### src/verilog/mbc_pkg.sv
// package: constants for the modem block checksum unit
package mbc_pkg;
  localparam int unsigned CLK_MHZ        = 200;
  localparam logic [14:0] POLY           = 15'h6815; // x^14,x^13,x^11,x^4,x^2,1
  localparam int unsigned BLOCK_BYTES    = 6;
  localparam int unsigned MSG_BITS       = 48;
  localparam int unsigned CODE_BITS      = 64;
  localparam logic [6:0]  CHK_LAST_DIV   = 7'd62;  // bit 63, zero based
  localparam logic [6:0]  CHK_PAR_BIT    = 7'd63;  // bit 64, zero based
  localparam logic [11:0] ADDR_CTRL      = 12'h000;
  localparam logic [11:0] ADDR_STATUS    = 12'h004;
  localparam logic [11:0] ADDR_MASK      = 12'h008;
  localparam logic [11:0] ADDR_TXDATA    = 12'h00c;
  localparam logic [11:0] ADDR_SYNDROME  = 12'h010;
  localparam int unsigned CTRL_INS_EN    = 0;
  localparam int unsigned CTRL_RX_EN     = 1;
  localparam int unsigned ST_TX_BYTE     = 0;
  localparam int unsigned ST_RX_PASS     = 1;
  localparam int unsigned ST_RX_DONE     = 2;
  localparam int unsigned ST_SYNC_HIT    = 3;
  localparam logic [3:0]  STATUS_RST     = 4'h0;
  localparam logic [3:0]  MASK_RST       = 4'h0;
  localparam logic [1:0]  CTRL_RST       = 2'h0;
  localparam logic [15:0] SYNC_WORD_A    = 16'hc4d7;
  localparam logic [15:0] SYNC_WORD_B    = 16'h3b28;
endpackage : mbc_pkg

### src/verilog/mbc_div_if.sv
// interface: one serial divider lane between top and divider
`timescale 1ns/100ps
interface mbc_div_if;
  logic        clear;
  logic        shift;
  logic        din;
  logic        inv;
  logic [14:0] rem;
  logic        par;
  modport ctl (output clear, output shift, output din, output inv, input rem, input par);
  modport div (input clear, input shift, input din, input inv, output rem, output par);
endinterface : mbc_div_if

### src/verilog/mbc_divider.sv
// serial modulo-2 polynomial divider with even parity accumulator
`timescale 1ns/100ps
module mbc_divider (
  input  wire logic clk_sys,
  input  wire logic nrst,
  mbc_div_if.div    d
);
  logic [14:0] rem_q;
  logic        par_q;
  logic        bit_in;
  logic        fb;
  assign bit_in = d.din ^ d.inv;
  assign fb     = bit_in ^ rem_q[14];
  assign d.rem  = rem_q;
  assign d.par  = par_q;
  always_ff @(posedge clk_sys or negedge nrst) begin
    if (!nrst) begin
      rem_q <= 15'h0000;
      par_q <= 1'b0;
    end else if (d.clear) begin
      rem_q <= 15'h0000;
      par_q <= 1'b0;
    end else if (d.shift) begin
      rem_q <= {rem_q[13:0], 1'b0} ^ (fb ? mbc_pkg::POLY : 15'h0000);
      par_q <= par_q ^ bit_in;
    end
  end
endmodule : mbc_divider

### src/verilog/mbc_top.sv
// top: checksum generator, checker and apb register file
//
// The register offsets and the APB interface to the registers were decided locally.
`timescale 1ns/100ps
// Overview of operation
// - tx divides 48 bits of six loaded bytes by the x^15 polynomial
// - tx remainder's final bit is inverted before forming the checksum
// - even parity over message and modified remainder completes 16-bit checksum
// - rx divides first 63 bits, bit 63 inverted, checks remainder zero
// - rx even parity over 63 bits compared with received bit 64
// - pass flag set only for zero remainder and matching parity
// - with insertion enabled, two checksum bytes follow every six back-to-back message bytes; an idle gap restarts the block
// - syndrome of 15 remainder bits plus parity-error bit is readable
// - transmit bytes serialised msb first into line and divider
// - sync word detection suppressed while checker processes a codeword
module mbc_top (
  input  wire logic        clk_sys,
  input  wire logic        nrst,
  input  wire logic        psel,
  input  wire logic        penable,
  input  wire logic        pwrite,
  input  wire logic [11:0] paddr,
  input  wire logic [31:0] pwdata,
  output logic      [31:0] prdata,
  output logic             pready,
  output logic             pslverr,
  input  wire logic        bit_tick,
  input  wire logic        rx_bit,
  output logic             tx_bit,
  output logic             tx_busy,
  output logic             sync_det,
  output logic             frame_sync_word_b,
  output logic             irq
);
  typedef enum logic [1:0] {MBC_IDLE, MBC_MSG, MBC_CHK} mbc_tx_e;
  mbc_div_if txd ();
  mbc_div_if rxd ();
  mbc_divider u_txdiv (.clk_sys(clk_sys), .nrst(nrst), .d(txd));
  mbc_divider u_rxdiv (.clk_sys(clk_sys), .nrst(nrst), .d(rxd));

  logic [1:0]  ctrl_q;
  logic [3:0]  stat_q, mask_q, stat_d;
  logic [15:0] synd_q;
  mbc_tx_e     tst_q;
  logic [7:0]  tbuf_q;
  logic        tbuf_full_q;
  logic [15:0] tsh_q;
  logic [3:0]  tbit_q;
  logic [2:0]  tbyte_q;
  logic [6:0]  rcnt_q;
  logic        rx_act_q;
  logic [15:0] rsh_q;
  logic        sync_a_q, sync_b_q;

  // apb decode
  logic acc, wr, rd_ok;
  assign acc   = psel & penable & pready;
  assign wr    = acc & pwrite;
  assign rd_ok = (paddr == mbc_pkg::ADDR_CTRL) || (paddr == mbc_pkg::ADDR_STATUS)
              || (paddr == mbc_pkg::ADDR_MASK) || (paddr == mbc_pkg::ADDR_TXDATA)
              || (paddr == mbc_pkg::ADDR_SYNDROME);
  logic wr_ctrl, wr_stat, wr_mask, wr_tx;
  assign wr_ctrl = wr & (paddr == mbc_pkg::ADDR_CTRL);
  assign wr_stat = wr & (paddr == mbc_pkg::ADDR_STATUS);
  assign wr_mask = wr & (paddr == mbc_pkg::ADDR_MASK);
  assign wr_tx   = wr & (paddr == mbc_pkg::ADDR_TXDATA);
  logic [31:0] rdata;
  always_comb begin
    rdata = 32'h0000_0000;
    if (paddr == mbc_pkg::ADDR_CTRL) begin
      rdata[1:0] = ctrl_q;
    end else if (paddr == mbc_pkg::ADDR_STATUS) begin
      rdata[3:0] = stat_q;
    end else if (paddr == mbc_pkg::ADDR_MASK) begin
      rdata[3:0] = mask_q;
    end else if (paddr == mbc_pkg::ADDR_TXDATA) begin
      rdata[8:0] = {tbuf_full_q, tbuf_q};
    end else if (paddr == mbc_pkg::ADDR_SYNDROME) begin
      rdata[15:0] = synd_q;
    end
  end
  always_ff @(posedge clk_sys or negedge nrst) begin
    if (!nrst) begin
      pready  <= 1'b0;
      prdata  <= 32'h0000_0000;
      pslverr <= 1'b0;
    end else begin
      pready  <= psel & ~penable;
      prdata  <= rdata;
      pslverr <= psel & ~penable & ~rd_ok;
    end
  end

  // transmit side
  logic tx_step, load_byte, tx_chk_start, tx_blk_end;
  logic [14:0] tx_mod_rem, tx_rem_fin;
  logic        tx_fb;
  assign tx_step    = bit_tick & (tst_q != MBC_IDLE);
  // last message bit folded in here: the divider clears on that same edge
  assign tx_fb      = txd.din ^ txd.rem[14];
  assign tx_rem_fin = {txd.rem[13:0], 1'b0} ^ (tx_fb ? mbc_pkg::POLY : 15'h0000);
  assign tx_mod_rem = {tx_rem_fin[14:1], ~tx_rem_fin[0]};
  assign tx_blk_end = tx_step & (tbit_q == 4'd0) & (tst_q == MBC_MSG)
                    & (tbyte_q == 3'(mbc_pkg::BLOCK_BYTES - 1));
  assign tx_chk_start = tx_blk_end & ctrl_q[mbc_pkg::CTRL_INS_EN];
  assign load_byte  = bit_tick & tbuf_full_q & ((tst_q == MBC_IDLE)
                    | ((tbit_q == 4'd0) & ~tx_chk_start & (tst_q == MBC_MSG
                    | tst_q == MBC_CHK)));
  assign txd.clear = tx_blk_end | (tst_q == MBC_IDLE);
  assign txd.shift = tx_step & (tst_q == MBC_MSG);
  assign txd.din   = tsh_q[15];
  assign txd.inv   = 1'b0;
  // parity of modified remainder joined to message parity
  logic tx_par;
  assign tx_par = txd.par ^ txd.din ^ (^tx_mod_rem);

  always_ff @(posedge clk_sys or negedge nrst) begin
    if (!nrst) begin
      tst_q   <= MBC_IDLE;
      tsh_q   <= 16'h0000;
      tbit_q  <= 4'd0;
      tbyte_q <= 3'd0;
    end else if (load_byte) begin
      tst_q   <= MBC_MSG;
      tsh_q   <= {tbuf_q, 8'h00};
      tbit_q  <= 4'd7;
      tbyte_q <= (tst_q == MBC_MSG && tbyte_q != 3'(mbc_pkg::BLOCK_BYTES - 1))
               ? tbyte_q + 3'd1 : 3'd0;
    end else if (tx_chk_start) begin
      tst_q  <= MBC_CHK;
      tsh_q  <= {tx_mod_rem, tx_par};
      tbit_q <= 4'd15;
    end else if (tx_step) begin
      if (tbit_q == 4'd0) begin
        tst_q <= MBC_IDLE;
        if (tst_q == MBC_MSG && tbyte_q == 3'(mbc_pkg::BLOCK_BYTES - 1)) begin
          tbyte_q <= 3'd0;
        end
      end else begin
        tsh_q  <= {tsh_q[14:0], 1'b0};
        tbit_q <= tbit_q - 4'd1;
      end
    end
  end
  always_ff @(posedge clk_sys or negedge nrst) begin
    if (!nrst) begin
      tbuf_q      <= 8'h00;
      tbuf_full_q <= 1'b0;
      tx_bit      <= 1'b0;
      tx_busy     <= 1'b0;
    end else begin
      if (wr_tx) begin
        tbuf_q      <= pwdata[7:0];
        tbuf_full_q <= 1'b1;
      end else if (load_byte) begin
        tbuf_full_q <= 1'b0;
      end
      tx_bit  <= (tst_q == MBC_IDLE) ? 1'b0 : tsh_q[15];
      tx_busy <= (tst_q != MBC_IDLE);
    end
  end

  // receive side
  logic rx_en, rx_start, rx_last, rx_step;
  logic rx_pass, rx_par_err;
  logic sync_hit_a, sync_hit_b;
  assign rx_en    = ctrl_q[mbc_pkg::CTRL_RX_EN];
  assign rx_step  = bit_tick & rx_en;
  assign rx_start = rx_step & ~rx_act_q & (sync_hit_a | sync_hit_b);
  assign rx_last  = rx_step & rx_act_q & (rcnt_q == mbc_pkg::CHK_PAR_BIT);
  assign rxd.clear = rx_start | ~rx_en;
  assign rxd.shift = rx_step & rx_act_q & (rcnt_q != mbc_pkg::CHK_PAR_BIT);
  assign rxd.din   = rx_bit;
  assign rxd.inv   = (rcnt_q == mbc_pkg::CHK_LAST_DIV);
  // accumulator saw bit 63 inverted, so one more inversion restores its parity
  assign rx_par_err = rxd.par ^ 1'b1 ^ rx_bit;
  assign rx_pass    = (rxd.rem == 15'h0000) & ~rx_par_err;

  logic [15:0] rsh_d;
  assign rsh_d      = {rsh_q[14:0], rx_bit};
  assign sync_hit_a = ~rx_act_q & (rsh_d == mbc_pkg::SYNC_WORD_A);
  assign sync_hit_b = ~rx_act_q & (rsh_d == mbc_pkg::SYNC_WORD_B);

  always_ff @(posedge clk_sys or negedge nrst) begin
    if (!nrst) begin
      rx_act_q <= 1'b0;
      rcnt_q   <= 7'd0;
      rsh_q    <= 16'h0000;
      synd_q   <= 16'h0000;
      sync_a_q <= 1'b0;
      sync_b_q <= 1'b0;
    end else begin
      sync_a_q <= rx_step & sync_hit_a;
      sync_b_q <= rx_step & sync_hit_b;
      if (!rx_en) begin
        rx_act_q <= 1'b0;
        rcnt_q   <= 7'd0;
      end else if (rx_step) begin
        rsh_q <= rsh_d;
        if (rx_start) begin
          rx_act_q <= 1'b1;
          rcnt_q   <= 7'd0;
        end else if (rx_last) begin
          rx_act_q <= 1'b0;
          synd_q   <= {~rx_pass & ~(rxd.rem != 15'h0000) | rx_par_err, 
                       rxd.rem[0], rxd.rem[1], rxd.rem[2], rxd.rem[3], rxd.rem[4],
                       rxd.rem[5], rxd.rem[6], rxd.rem[7], rxd.rem[8], rxd.rem[9],
                       rxd.rem[10], rxd.rem[11], rxd.rem[12], rxd.rem[13],
                       rxd.rem[14]};
        end else if (rx_act_q) begin
          rcnt_q <= rcnt_q + 7'd1;
        end
      end
    end
  end

  // control, sticky status, mask, interrupt
  logic [3:0] ev;
  assign ev[mbc_pkg::ST_TX_BYTE]  = load_byte;
  assign ev[mbc_pkg::ST_RX_PASS]  = rx_last & rx_pass;
  assign ev[mbc_pkg::ST_RX_DONE]  = rx_last;
  assign ev[mbc_pkg::ST_SYNC_HIT] = rx_start;
  assign stat_d = (stat_q & ~(wr_stat ? pwdata[3:0] : 4'h0)) | ev;
  always_ff @(posedge clk_sys or negedge nrst) begin
    if (!nrst) begin
      ctrl_q            <= mbc_pkg::CTRL_RST;
      stat_q            <= mbc_pkg::STATUS_RST;
      mask_q            <= mbc_pkg::MASK_RST;
      irq               <= 1'b0;
      sync_det          <= 1'b0;
      frame_sync_word_b <= 1'b0;
    end else begin
      if (wr_ctrl) begin
        ctrl_q <= pwdata[1:0];
      end
      if (wr_mask) begin
        mask_q <= pwdata[3:0];
      end
      stat_q            <= stat_d;
      irq               <= |(stat_d & mask_q);
      sync_det          <= sync_a_q;
      frame_sync_word_b <= sync_b_q;
    end
  end
endmodule : mbc_top

### config.mk
export PLATFORM = sky130hd
export DESIGN_NAME = mbc_top
export DESIGN_NICKNAME = d
export VERILOG_FILES = /design/src/verilog/mbc_pkg.sv /design/src/verilog/mbc_div_if.sv /design/src/verilog/mbc_divider.sv /design/src/verilog/mbc_top.sv
export SDC_FILE = /design/constraint.sdc
export NUM_CORES = 1
export LEC_CHECK = 0
export ABC_AREA = 1
export BUFFER_PORTS_ARGS = -buffer_cell sky130_fd_sc_hd__buf_4
export CAP_MARGIN = 15
export CORE_UTILIZATION = 45
export CTS_CLUSTER_DIAMETER = 150
export DETAILED_ROUTE_END_ITERATION = 8
export HOLD_SLACK_MARGIN = 0.12
export PLACE_DENSITY = 0.62
export SYNTH_ARGS = -nofsm -noshare
export SYNTH_HDL_FRONTEND = slang
export SYNTH_SLANG_ARGS = --single-unit
### constraint.sdc
create_clock -name clk_sys -period 2.7 [get_ports clk_sys]
set_clock_uncertainty 0.1 [all_clocks]
set_input_delay 0.135 -clock clk_sys [delete_from_list [all_inputs] [get_ports clk_sys]]
set_output_delay 0.135 -clock clk_sys [all_outputs]
set_load 0.005 [all_outputs]
==> flow_metrics.py, run 1 <==
metrics = {
    "global_route": {
        "grt_start_max_net_pins": 65,
        "antenna_found_initial": 0,
        "overflow": 0,
        "track_usage_pct": 21.5,
        "grt_pass1_vias": 5566,
        "grt_pass1_wl_mm": 27.0,
    },
    "finish": {
        "fillCellCount": 1395,
        "fin_nets": 1004,
        "multi_input_area_um2": 2820,
        "final_common_cell": "nand2_1",
        "area_growth_pct": 21.8,
        "instances_no_fill": 1143,
        "mostFrequentLayoutCells": "nand2_1, dfrtp_1, inv_1, o21ai_0, buf_4",
        "register_area_um2": 3500,
        "drive_gt1_share_pct": 12.4,
        "diodes": 0,
    },
    "critical_path": {
        "slowest_stage": "dlygate4sd3_1",
        "max_stage_delay_ps": 600,
        "startpoint_type": "input port",
        "cp_max_fo": 5,
        "crit_type": "in2reg",
        "cp.arrival_ps": 2790,
        "timing.rr.end": "tsh_q[4]",
        "cp-startpoint": "paddr[5]",
        "r2r_start": "tst_q[0]",
        "endpoint": "prdata[3]",
        "r2r_setup_slack_ps": 420,
        "ff2ff_path_depth": 13,
        "cp-end-kind": "flip-flop",
        "path_cells": "dlygate4sd3_1, buf_4, nor3_2, nand2_1, nor3_2, dlygate4sd3_1, nand2_1, dlygate4sd3_1, nand2_1, inv_1, a21oi_1",
        "required_ps": 2950,
    },
    "timing": {
        "period_share_pct": 94.2,
        "hold_viol": 0,
        "maxSlewViolCount": 0,
        "slew-limit-headroom_pct": 57.0,
        "rsz0062_at_grt": "false",
        "fin_setup_tns_ps": 0,
        "tightestPinTransition_ps": 643,
        "max_freq_ghz": 0.393,
        "setup-violations-final": 0,
        "min_period_ps": 2540,
    },
    "power": {
        "pwr-share-seq_pct": 40.4,
        "cellLeakagePower_uw": 0.00426,
        "peakVddDrop_mv": 0.444,
        "p_int_uw": 4220,
        "p_comb_share_pct": 8.3,
        "power.density_nw_per_um2": 648,
        "netSwitchingPower_uw": 1230,
        "p_clk_share_pct": 51.4,
        "swShare_pct": 22.6,
    },
    "yosys": {
        "ys_top_cells_by_area": "dfrtp_1, nand2_1, o21ai_0, inv_1, nand3_1",
        "synth_top_area_share_pct": 50.8,
        "async_reset_ff_share_pct": 100,
        "synth_top_cell_by_area": "dfrtp_1",
        "synth-edff-count": 0,
        "ys_warn_count": 0,
        "synth_compound_gate_area_share_pct": 9.28,
        "yosys.cell_types.count": 38,
        "synth_xor_area_share_pct": 2.28,
        "synth-seq-cells": 140,
        "avgSynthCellArea_um2": 7.99,
        "yosysSeqAreaShare_pct": 50.8,
        "synth.mux.area_fraction_pct": 0,
        "yosys.area_share.adder_pct": 1.27,
        "syn_inst": 864,
        "synth_top_family_by_area": "simple AND/OR/NAND/NOR gates",
        "synth_ff_type": "dfrtp_1",
        "netlist_area_um2": 6900,
        "yosys.area_share.simple_pct": 27.1,
    },
    "clocking": {
        "cts_root_buf": "clkbuf_16",
        "insertion_delay_ps": 420,
        "cts_num_sinks": 140,
        "path_clk_slew_ps": 60,
        "htreeDepth": 4,
        "cts_tree": "yes",
        "cts_buffer_depth": 2,
        "cts_buffers": 17,
    },
    "worst_hold_path": {
        "min_path_type": "in2reg",
        "hold_start": "paddr[3]",
    },
    "outcome": {
        "outcome": "completed",
    },
    "die": {
        "dieHeight_um": 126,
        "rows": 44,
        "initial_core_util_pct": 46.8,
        "core_um2": 14800,
        "die_w_um": 126,
        "io_pins": 90,
        "die_area_um2": 15800,
    },
    "route": {
        "post_drt_wl_per_cell_um": 13.6,
        "drt_wl_total_mm": 15.5,
        "final_antenna_net_count": 0,
        "vias": 5666,
        "drt_iter0_drc": 402,
        "route.detailed.drc": 0,
        "drt_pass1_iterations": 4,
        "viasPerCell": 4.96,
    },
    "place": {
        "gp_congestion": 0.813,
        "placed_cells": 1087,
        "io_buffers": 49,
        "hpwlAfterDp_mm": 10.8,
    },
    "job": {
        "maxCapViolations": 0,
    },
}
-- routing by layer --
metal  GRT usage [%]  routed length [um]
met5               0                   0
met4            8.22                 289
met1            29.0                7470
met2            34.4                7170
met3            4.21                 571
-- power groups by stage --
| stage | clock (uW) | sequential (uW) | combinational, uW |
|---|---|---|---|
| after floorplan | 0 | 2230 | 291 |
| after global placement | 0 | 2230 | 426 |
| after detailed placement | 0 | 2230 | 432 |
| after CTS | 2830 | 2200 | 457 |
| after global routing | 2910 | 2200 | 525 |
| final | 2800 | 2200 | 451 |
-- cell usage after synthesis, drive strengths merged, types with 3 or more instances --
master  count
a21oi      19
and2        3
buf        25
clkbuf     13
dfrtp     140
ha          7
inv       106
nand2     285
nand3      57
nand4      17
nor2       56
nor3        9
nor4        4
o211ai      4
o21ai      87
o22ai       9
xnor2       6
xor2       12
-- timing repair --
| action | 4_1_cts | 5_1_grt |
|---|---|---|
| endpoints found under the hold margin | 165 | 0 |
| setup buffers | 0 | 0 |
| setup endpoints to repair | 0 | 1 |
| gates resized for setup | 0 | 1 |
| hold buffers | 24 | 0 |
-- through the flow --
| step | hold slack (ps) | utilization [%] | worst slack [ps] | cell area, um^2 | power (uW) |
|---|---|---|---|---|---|
| finish | 148 | 57.0 | 156 | 8400 | 5440 |
| global route | 189 | 57.0 | 32.8 | 8400 | 5640 |
| CTS | 138 | 56.9 | 168 | 8400 | 5490 |
| detailed placement | 87.5 | 50.5 | 413 | 7450 | 2670 |
| global placement | 83.3 | 50.5 | 441 | 7450 | 2660 |
| floorplan | -261 | - | 756 | 6960 | 2520 |
-- critical path: cells and delay by family --
family | cells | cell delay (ps)
buffers and inverters | 5 | 1890
AOI/OAI and AO/OA | 1 | 140
and+or+nand+nor | 5 | 620
-- worst min-delay path by stage --
stage / depth (start not counted) / to / slack [ps]
floorplan: 0 / ctrl_q[0] / -260
global route: 6 / tbuf_q[5] / 190
CTS: 6 / tbuf_q[5] / 140
global placement: 1 / rsh_q[10] / 80
finish: 6 / prdata[6] / 150
detailed placement: 1 / rsh_q[9] / 90
-- final cells by class --
type                            count  area share, %
Clock buffer                       19           5.39
Timing Repair Buffer               86           8.74
Sequential cell                   140           41.7
Inverter                          107           4.84
Multi-Input combinational cell    594           33.5
Clock inverter                     13           3.08
Tap cell                          184           2.74
-- sequential cells by signal (all words and copies together) (netlist names), 3 cells and up --
name	flops
mask_q	4
prdata	16
rcnt_q	7
rsh_q	15
stat_q	4
synd_q	16
tbit_q	4
tbuf_q	8
tbyte_q	3
tsh_q	16
u_rxdiv.d.rem	15
u_txdiv.d.rem	15
-- cell families (layout without fill, tap and decap cells) --
logic type / Yosys count / count (layout)
xor gates and xnor gates: 18 / 18
DFF: 140 / 140
and+or+nand+nor: 433 / 433
adders and majority gates: 7 / 7
other: 1 / 16
AOI/OAI and AO/OA: 120 / 120
buffers and inverters: 145 / 225
Note: power is estimated with default switching activity, not from simulation.
==> inputs of run 2 (changes only) <==
--- a/config.mk
+++ b/config.mk
@@ -8,8 +8,10 @@
 export ABC_AREA = 1
 export BUFFER_PORTS_ARGS = -buffer_cell sky130_fd_sc_hd__buf_4
 export CAP_MARGIN = 15
+export CORE_ASPECT_RATIO = 1.1
 export CORE_UTILIZATION = 45
 export CTS_CLUSTER_DIAMETER = 150
+export CTS_CLUSTER_SIZE = 12
 export DETAILED_ROUTE_END_ITERATION = 8
 export HOLD_SLACK_MARGIN = 0.12
 export PLACE_DENSITY = 0.62
==> run 2 against run 1 <==
Compared with the run above:
- combinational power is 0.9% higher
- worst hold slack worse by 6.5 ps
- sequential share of layout area is 0.84 points higher
- sequential cell count stayed put
- wire length is 0.35% lower
- core utilization is 2.0 points lower
- critical path type unchanged
- non-clock buffer count is 3 lower
==> flow_metrics.py, run 2 (synthesized netlist as in run 1, its figures left out) <==
metrics = {
    "global_route": {
        "grt_start_max_net_pins": 59,
        "overflow": 0,
        "track_usage_pct": 21.2,
        "grt_pass1_wl_mm": 26.2,
        "antenna_found_initial": 0,
        "grt_pass1_vias": 5359,
    },
    "route": {
        "vias": 5635,
        "post_drt_wl_per_cell_um": 13.4,
        "wl_met1_mm": 7.11,
        "dr_wl_met3_um": 506,
        "highest_layer": "met4",
        "drt_iter0_drc": 380,
        "viasPerCell": 4.89,
        "wl_met2_mm": 7.63,
        "drt_wl_total_mm": 15.5,
        "drt_pass1_iterations": 5,
        "final_antenna_net_count": 0,
        "route.detailed.drc": 0,
    },
    "critical_path": {
        "startpoint_type": "input port",
        "ff2ff_path_depth": 13,
        "r2r_setup_slack_ps": 450,
        "max_stage_delay_ps": 570,
        "slowest_stage": "dlygate4sd3_1",
        "cp.arrival_ps": 2700,
        "crit_type": "in2reg",
        "cp-end-kind": "flip-flop",
        "crit_top_cell": "nand2_1",
        "cp-startpoint": "paddr[5]",
        "r2r_start": "tst_q[0]",
        "path_cells": "dlygate4sd3_1, buf_4, nor3_2, nand2_1, nor3_2, dlygate4sd3_1, nand2_1, buf_4, inv_2, nand2_1, nand2_1, o21ai_0",
        "required_ps": 2900,
        "cp_max_fo": 17,
        "timing.rr.end": "tsh_q[4]",
    },
    "timing": {
        "setup-violations-final": 0,
        "tightestPinTransition_ps": 653,
        "fin_setup_tns_ps": 0,
        "max_freq_ghz": 0.400,
        "min_period_ps": 2500,
        "hold_viol": 0,
        "rsz0062_at_grt": "false",
        "maxSlewViolCount": 0,
        "slew-limit-headroom_pct": 56.4,
        "period_share_pct": 92.5,
        "whs_ps": 141,
    },
    "outcome": {
        "outcome": "completed",
    },
    "finish": {
        "fillCellCount": 1436,
        "mostFrequentLayoutCells": "nand2_1, dfrtp_1, inv_1, o21ai_0, buf_4",
        "largestRegisters": "prdata (16), synd_q (16), tsh_q (16)",
        "final_common_cell": "nand2_1",
        "drive_gt1_share_pct": 12.3,
        "area_growth_pct": 19.4,
        "fin_nets": 1001,
        "instances_no_fill": 1152,
        "diodes": 0,
    },
    "die": {
        "die_area_um2": 15800,
        "core_um2": 15000,
        "die_w_um": 120,
        "initial_core_util_pct": 46.0,
        "io_pins": 90,
        "rows": 47,
        "dieHeight_um": 132,
    },
    "place": {
        "gp_congestion": 0.827,
        "io_buffers": 49,
        "hpwlAfterDp_mm": 10.9,
        "placed_cells": 1099,
    },
    "clocking": {
        "cts_buffer_depth": 2,
        "insertion_delay_ps": 430,
        "cts_root_buf": "clkbuf_16",
        "htreeDepth": 4,
        "cts_num_sinks": 140,
        "cts_tree": "yes",
        "cts_buffers": 17,
        "path_clk_slew_ps": 60,
    },
    "job": {
        "maxCapViolations": 0,
    },
    "power": {
        "peakVddDrop_mv": 0.453,
        "power.density_nw_per_um2": 597,
        "cellLeakagePower_uw": 0.00418,
    },
    "worst_hold_path": {
        "min_path_type": "in2reg",
        "hold_start": "pwrite",
        "min_path_cells": 6,
        "whs_endpoint": "tbuf_q[4]",
    },
}
-- run 2: cell types whose count changed in the layout (fill, tap and decap cells not counted), sizes merged --
cell / previous run / this run
bufinv: 7 / 1
inv: 109 / 114
dlygate4sd3: 24 / 21
clkbuf: 19 / 17
clkinv: 4 / 6
clkinvlp: 0 / 1
-- run 2: repair_timing --
action / in CTS / in global routing
endpoints found under the hold margin: 148 / 0
resized for setup: 0 / 0
setup buffers: 0 / 0
hold buffers: 21 / 0
-- run 2: critical path, delay by kind of cell --
kind	cells	cell delay (ps)
buffers and inverters	5	1580
and+or+nand+nor	6	910
AOI/OAI and AO/OA	1	80
-- run 2: metal layers --
layer,vias to the layer above,GRT usage [%]
met4,0,7.36
met2,105,34.7
met3,20,4.63
met5,-,0
met1,2628,27.6
li1,2882,-
-- run 2: area by class of cell --
class / instances / area, um^2 / area share, %
Multi-Input combinational cell: 594 / 2810 / 34.2
Inverter: 107 / 407 / 4.94
Tap cell: 196 / 245 / 2.98
Sequential cell: 140 / 3500 / 42.5
Clock inverter: 15 / 151 / 1.84
Clock buffer: 17 / 425 / 5.16
Timing Repair Buffer: 83 / 692 / 8.40
-- run 2: per-stage QoR --
stage	area, um^2	setup WS (ps)	utilization [%]	power, uW
2_1_floorplan	6960	756	-	2520
4_1_cts	8240	238	54.9	4980
3_3_place_gp	7450	481	49.7	2660
3_5_place_dp	7450	442	49.7	2670
6_report	8240	202	54.9	4920
5_1_grt	8240	37.2	54.9	5130
-- run 2: report_power, final --
| part | leakage, uW | internal, uW | switching, uW |
|---|---|---|---|
| clock network | 0.000281 | 1290 | 973 |
| logic | 0.00199 | 169 | 286 |
| registers | 0.00191 | 2160 | 33.7 |
| total | 0.00418 | 3630 | 1290 |
-- run 2: worst max path at each step --
stage | cells after the start | slack [ps] | endpoint
floorplan | 13 | 760 | tsh_q[15]
global placement | 13 | 480 | tsh_q[4]
detailed placement | 13 | 440 | tsh_q[4]
CTS | 12 | 240 | tbuf_q[3]
global route | 12 | 40 | tbuf_q[3]
finish | 12 | 200 | tbuf_q[3]
==> inputs of run 3 (changes only) <==
--- a/config.mk
+++ b/config.mk
@@ -15,6 +15,7 @@
 export DETAILED_ROUTE_END_ITERATION = 8
 export HOLD_SLACK_MARGIN = 0.12
 export PLACE_DENSITY = 0.62
+export SETUP_SLACK_MARGIN = 0.3
 export SYNTH_ARGS = -nofsm -noshare
 export SYNTH_HDL_FRONTEND = slang
 export SYNTH_SLANG_ARGS = --single-unit
==> run 3 against run 2 <==
Compared with the run above:
- via count decreased by 0.39%
- first-iteration DRC count increased by 3.9%
- sequential power about the same
- core utilization about the same
- critical path depth decreased by 1
- sequential share of layout area about the same
- cell count unchanged
- worst hold slack got worse by 20 ps
==> flow_metrics.py, run 3 (synthesized netlist as in run 1, its figures left out) <==
metrics = {
    "die": {
        "core_um2": 15000,
        "initial_core_util_pct": 46.0,
        "die_w_um": 120,
        "io_pins": 90,
        "rows": 47,
        "die_area_um2": 15800,
        "dieHeight_um": 132,
    },
    "clocking": {
        "cts_buffers": 17,
        "cts_buffer_depth": 2,
        "cts_tree": "yes",
        "cts_num_sinks": 140,
        "cts_root_buf": "clkbuf_16",
        "insertion_delay_ps": 430,
        "htreeDepth": 4,
        "path_clk_slew_ps": 60,
        "post_cts_buffers": 0,
    },
    "critical_path": {
        "cp.arrival_ps": 2450,
        "cp-startpoint": "paddr[2]",
        "endpoint": "tbuf_q[3]",
        "crit_type": "in2reg",
        "r2r_start": "tst_q[0]",
        "required_ps": 2900,
        "cp_max_fo": 17,
        "timing.rr.end": "tsh_q[4]",
        "ff2ff_path_depth": 13,
        "r2r_setup_slack_ps": 520,
        "cp-end-kind": "flip-flop",
        "startpoint_type": "input port",
    },
    "power": {
        "p_clk_share_pct": 46.1,
        "cellLeakagePower_uw": 0.00419,
        "swShare_pct": 26.3,
        "p_int_uw": 3630,
        "power.density_nw_per_um2": 597,
        "netSwitchingPower_uw": 1290,
        "total_power_uw": 4920,
        "peakVddDrop_mv": 0.452,
        "p_comb_share_pct": 9.3,
        "pwr-share-seq_pct": 44.6,
    },
    "global_route": {
        "overflow": 0,
        "grt_start_max_net_pins": 59,
        "grt_pass1_wl_mm": 26.2,
        "track_usage_pct": 21.2,
        "grt_pass1_vias": 5367,
        "antenna_found_initial": 0,
    },
    "finish": {
        "largestRegisters": "prdata (16), synd_q (16), tsh_q (16)",
        "fillCellCount": 1437,
        "mostFrequentLayoutCells": "nand2_1, dfrtp_1, inv_1, o21ai_0, buf_4",
        "area_growth_pct": 19.4,
        "instances_no_fill": 1152,
        "drive_gt1_share_pct": 12.4,
        "fin_nets": 1001,
        "final_common_cell": "nand2_1",
        "diodes": 0,
    },
    "route": {
        "final_antenna_net_count": 0,
        "post_drt_wl_per_cell_um": 13.5,
        "drt_pass1_iterations": 5,
        "drt_iter0_drc": 395,
        "viasPerCell": 4.87,
        "vias": 5613,
        "route.detailed.drc": 0,
        "drt_wl_total_mm": 15.5,
    },
    "place": {
        "placed_cells": 1099,
        "gp_congestion": 0.827,
        "io_buffers": 49,
        "hpwlAfterDp_mm": 10.9,
    },
    "timing": {
        "whs_ps": 121,
        "slew-limit-headroom_pct": 56.4,
        "hold_viol": 0,
        "max_freq_ghz": 0.444,
        "min_period_ps": 2250,
        "setup-violations-final": 0,
        "maxSlewViolCount": 0,
        "period_share_pct": 83.3,
        "rsz0062_at_grt": "false",
        "fin_setup_tns_ps": 0,
        "tightestPinTransition_ps": 652,
    },
    "outcome": {
        "outcome": "completed",
    },
    "worst_hold_path": {
        "hold_start": "paddr[4]",
        "min_path_type": "in2reg",
    },
    "job": {
        "maxCapViolations": 0,
    },
}
run 3: changes by cell type in the layout (fill, tap and decap cells not counted), sizes merged:
| cell | delta |
|---|---|
| dlygate4sd3 | -1 |
| nand3 | +1 |
run 3: how the worst min path moves through the flow:
stage	endpoint	cells past startpoint
after floorplan	ctrl_q[0]	0
after global placement	tbit_q[0]	1
after detailed placement	tx_bit	1
after CTS	prdata[3]	6
after global routing	tbuf_q[4]	6
final	prdata[3]	6
run 3: area by class of cell:
class                      count  area, um^2  share of cell area (%)
clock buffer                  17         425                    5.16
clock inverter                15         151                    1.84
inverter                     107         409                    4.97
multi-input combinational    595        2820                    34.3
sequential                   140        3500                    42.5
tap                          196         245                    2.98
timing repair buffer          82         682                    8.28
run 3: repair_timing:
item                                    CTS  global route
resized for setup                         0             1
hold endpoints to repair                148             0
hold buffers                             20             0
endpoints found under the setup margin    0            15
run 3: through the flow:
step	area [um^2]	worst slack, ps	utilization, %
4_1_cts	8230	429	54.9
2_1_floorplan	6960	756	-
6_report	8240	450	55.0
5_1_grt	8240	328	55.0
3_3_place_gp	7450	481	49.7
3_5_place_dp	7450	442	49.7
run 3: critical path, cell delays in order:
cell	delay (ps)
dlygate4sd3_1	530
buf_4	120
nand2_1	60
nor3_2	150
dlygate4sd3_1	570
nand2_1	50
buf_4	190
inv_2	140
nand2_1	290
nand2_1	140
o21ai_0	80
run 3: power by group through the flow:
| stage | combinational (uW) | sequential, uW | clock [uW] |
|---|---|---|---|
| after detailed placement | 437 | 2230 | 0 |
| after floorplan | 291 | 2230 | 0 |
| final | 457 | 2200 | 2270 |
| after CTS | 460 | 2200 | 2320 |
| after global placement | 428 | 2230 | 0 |
| after global routing | 520 | 2210 | 2410 |
run 3: metal layers:
| layer | wire, um | up-vias | GRT usage (%) | part of all wire (%) |
|---|---|---|---|---|
| met1 | 7170 | 2615 | 27.7 | 46 |
| met4 | 180 | 0 | 7.36 | 1.2 |
| met3 | 480 | 17 | 4.63 | 3.1 |
| met2 | 7710 | 96 | 34.6 | 50 |
| met5 | 0 | - | 0 | 0 |
| li1 | - | 2885 | - | - |
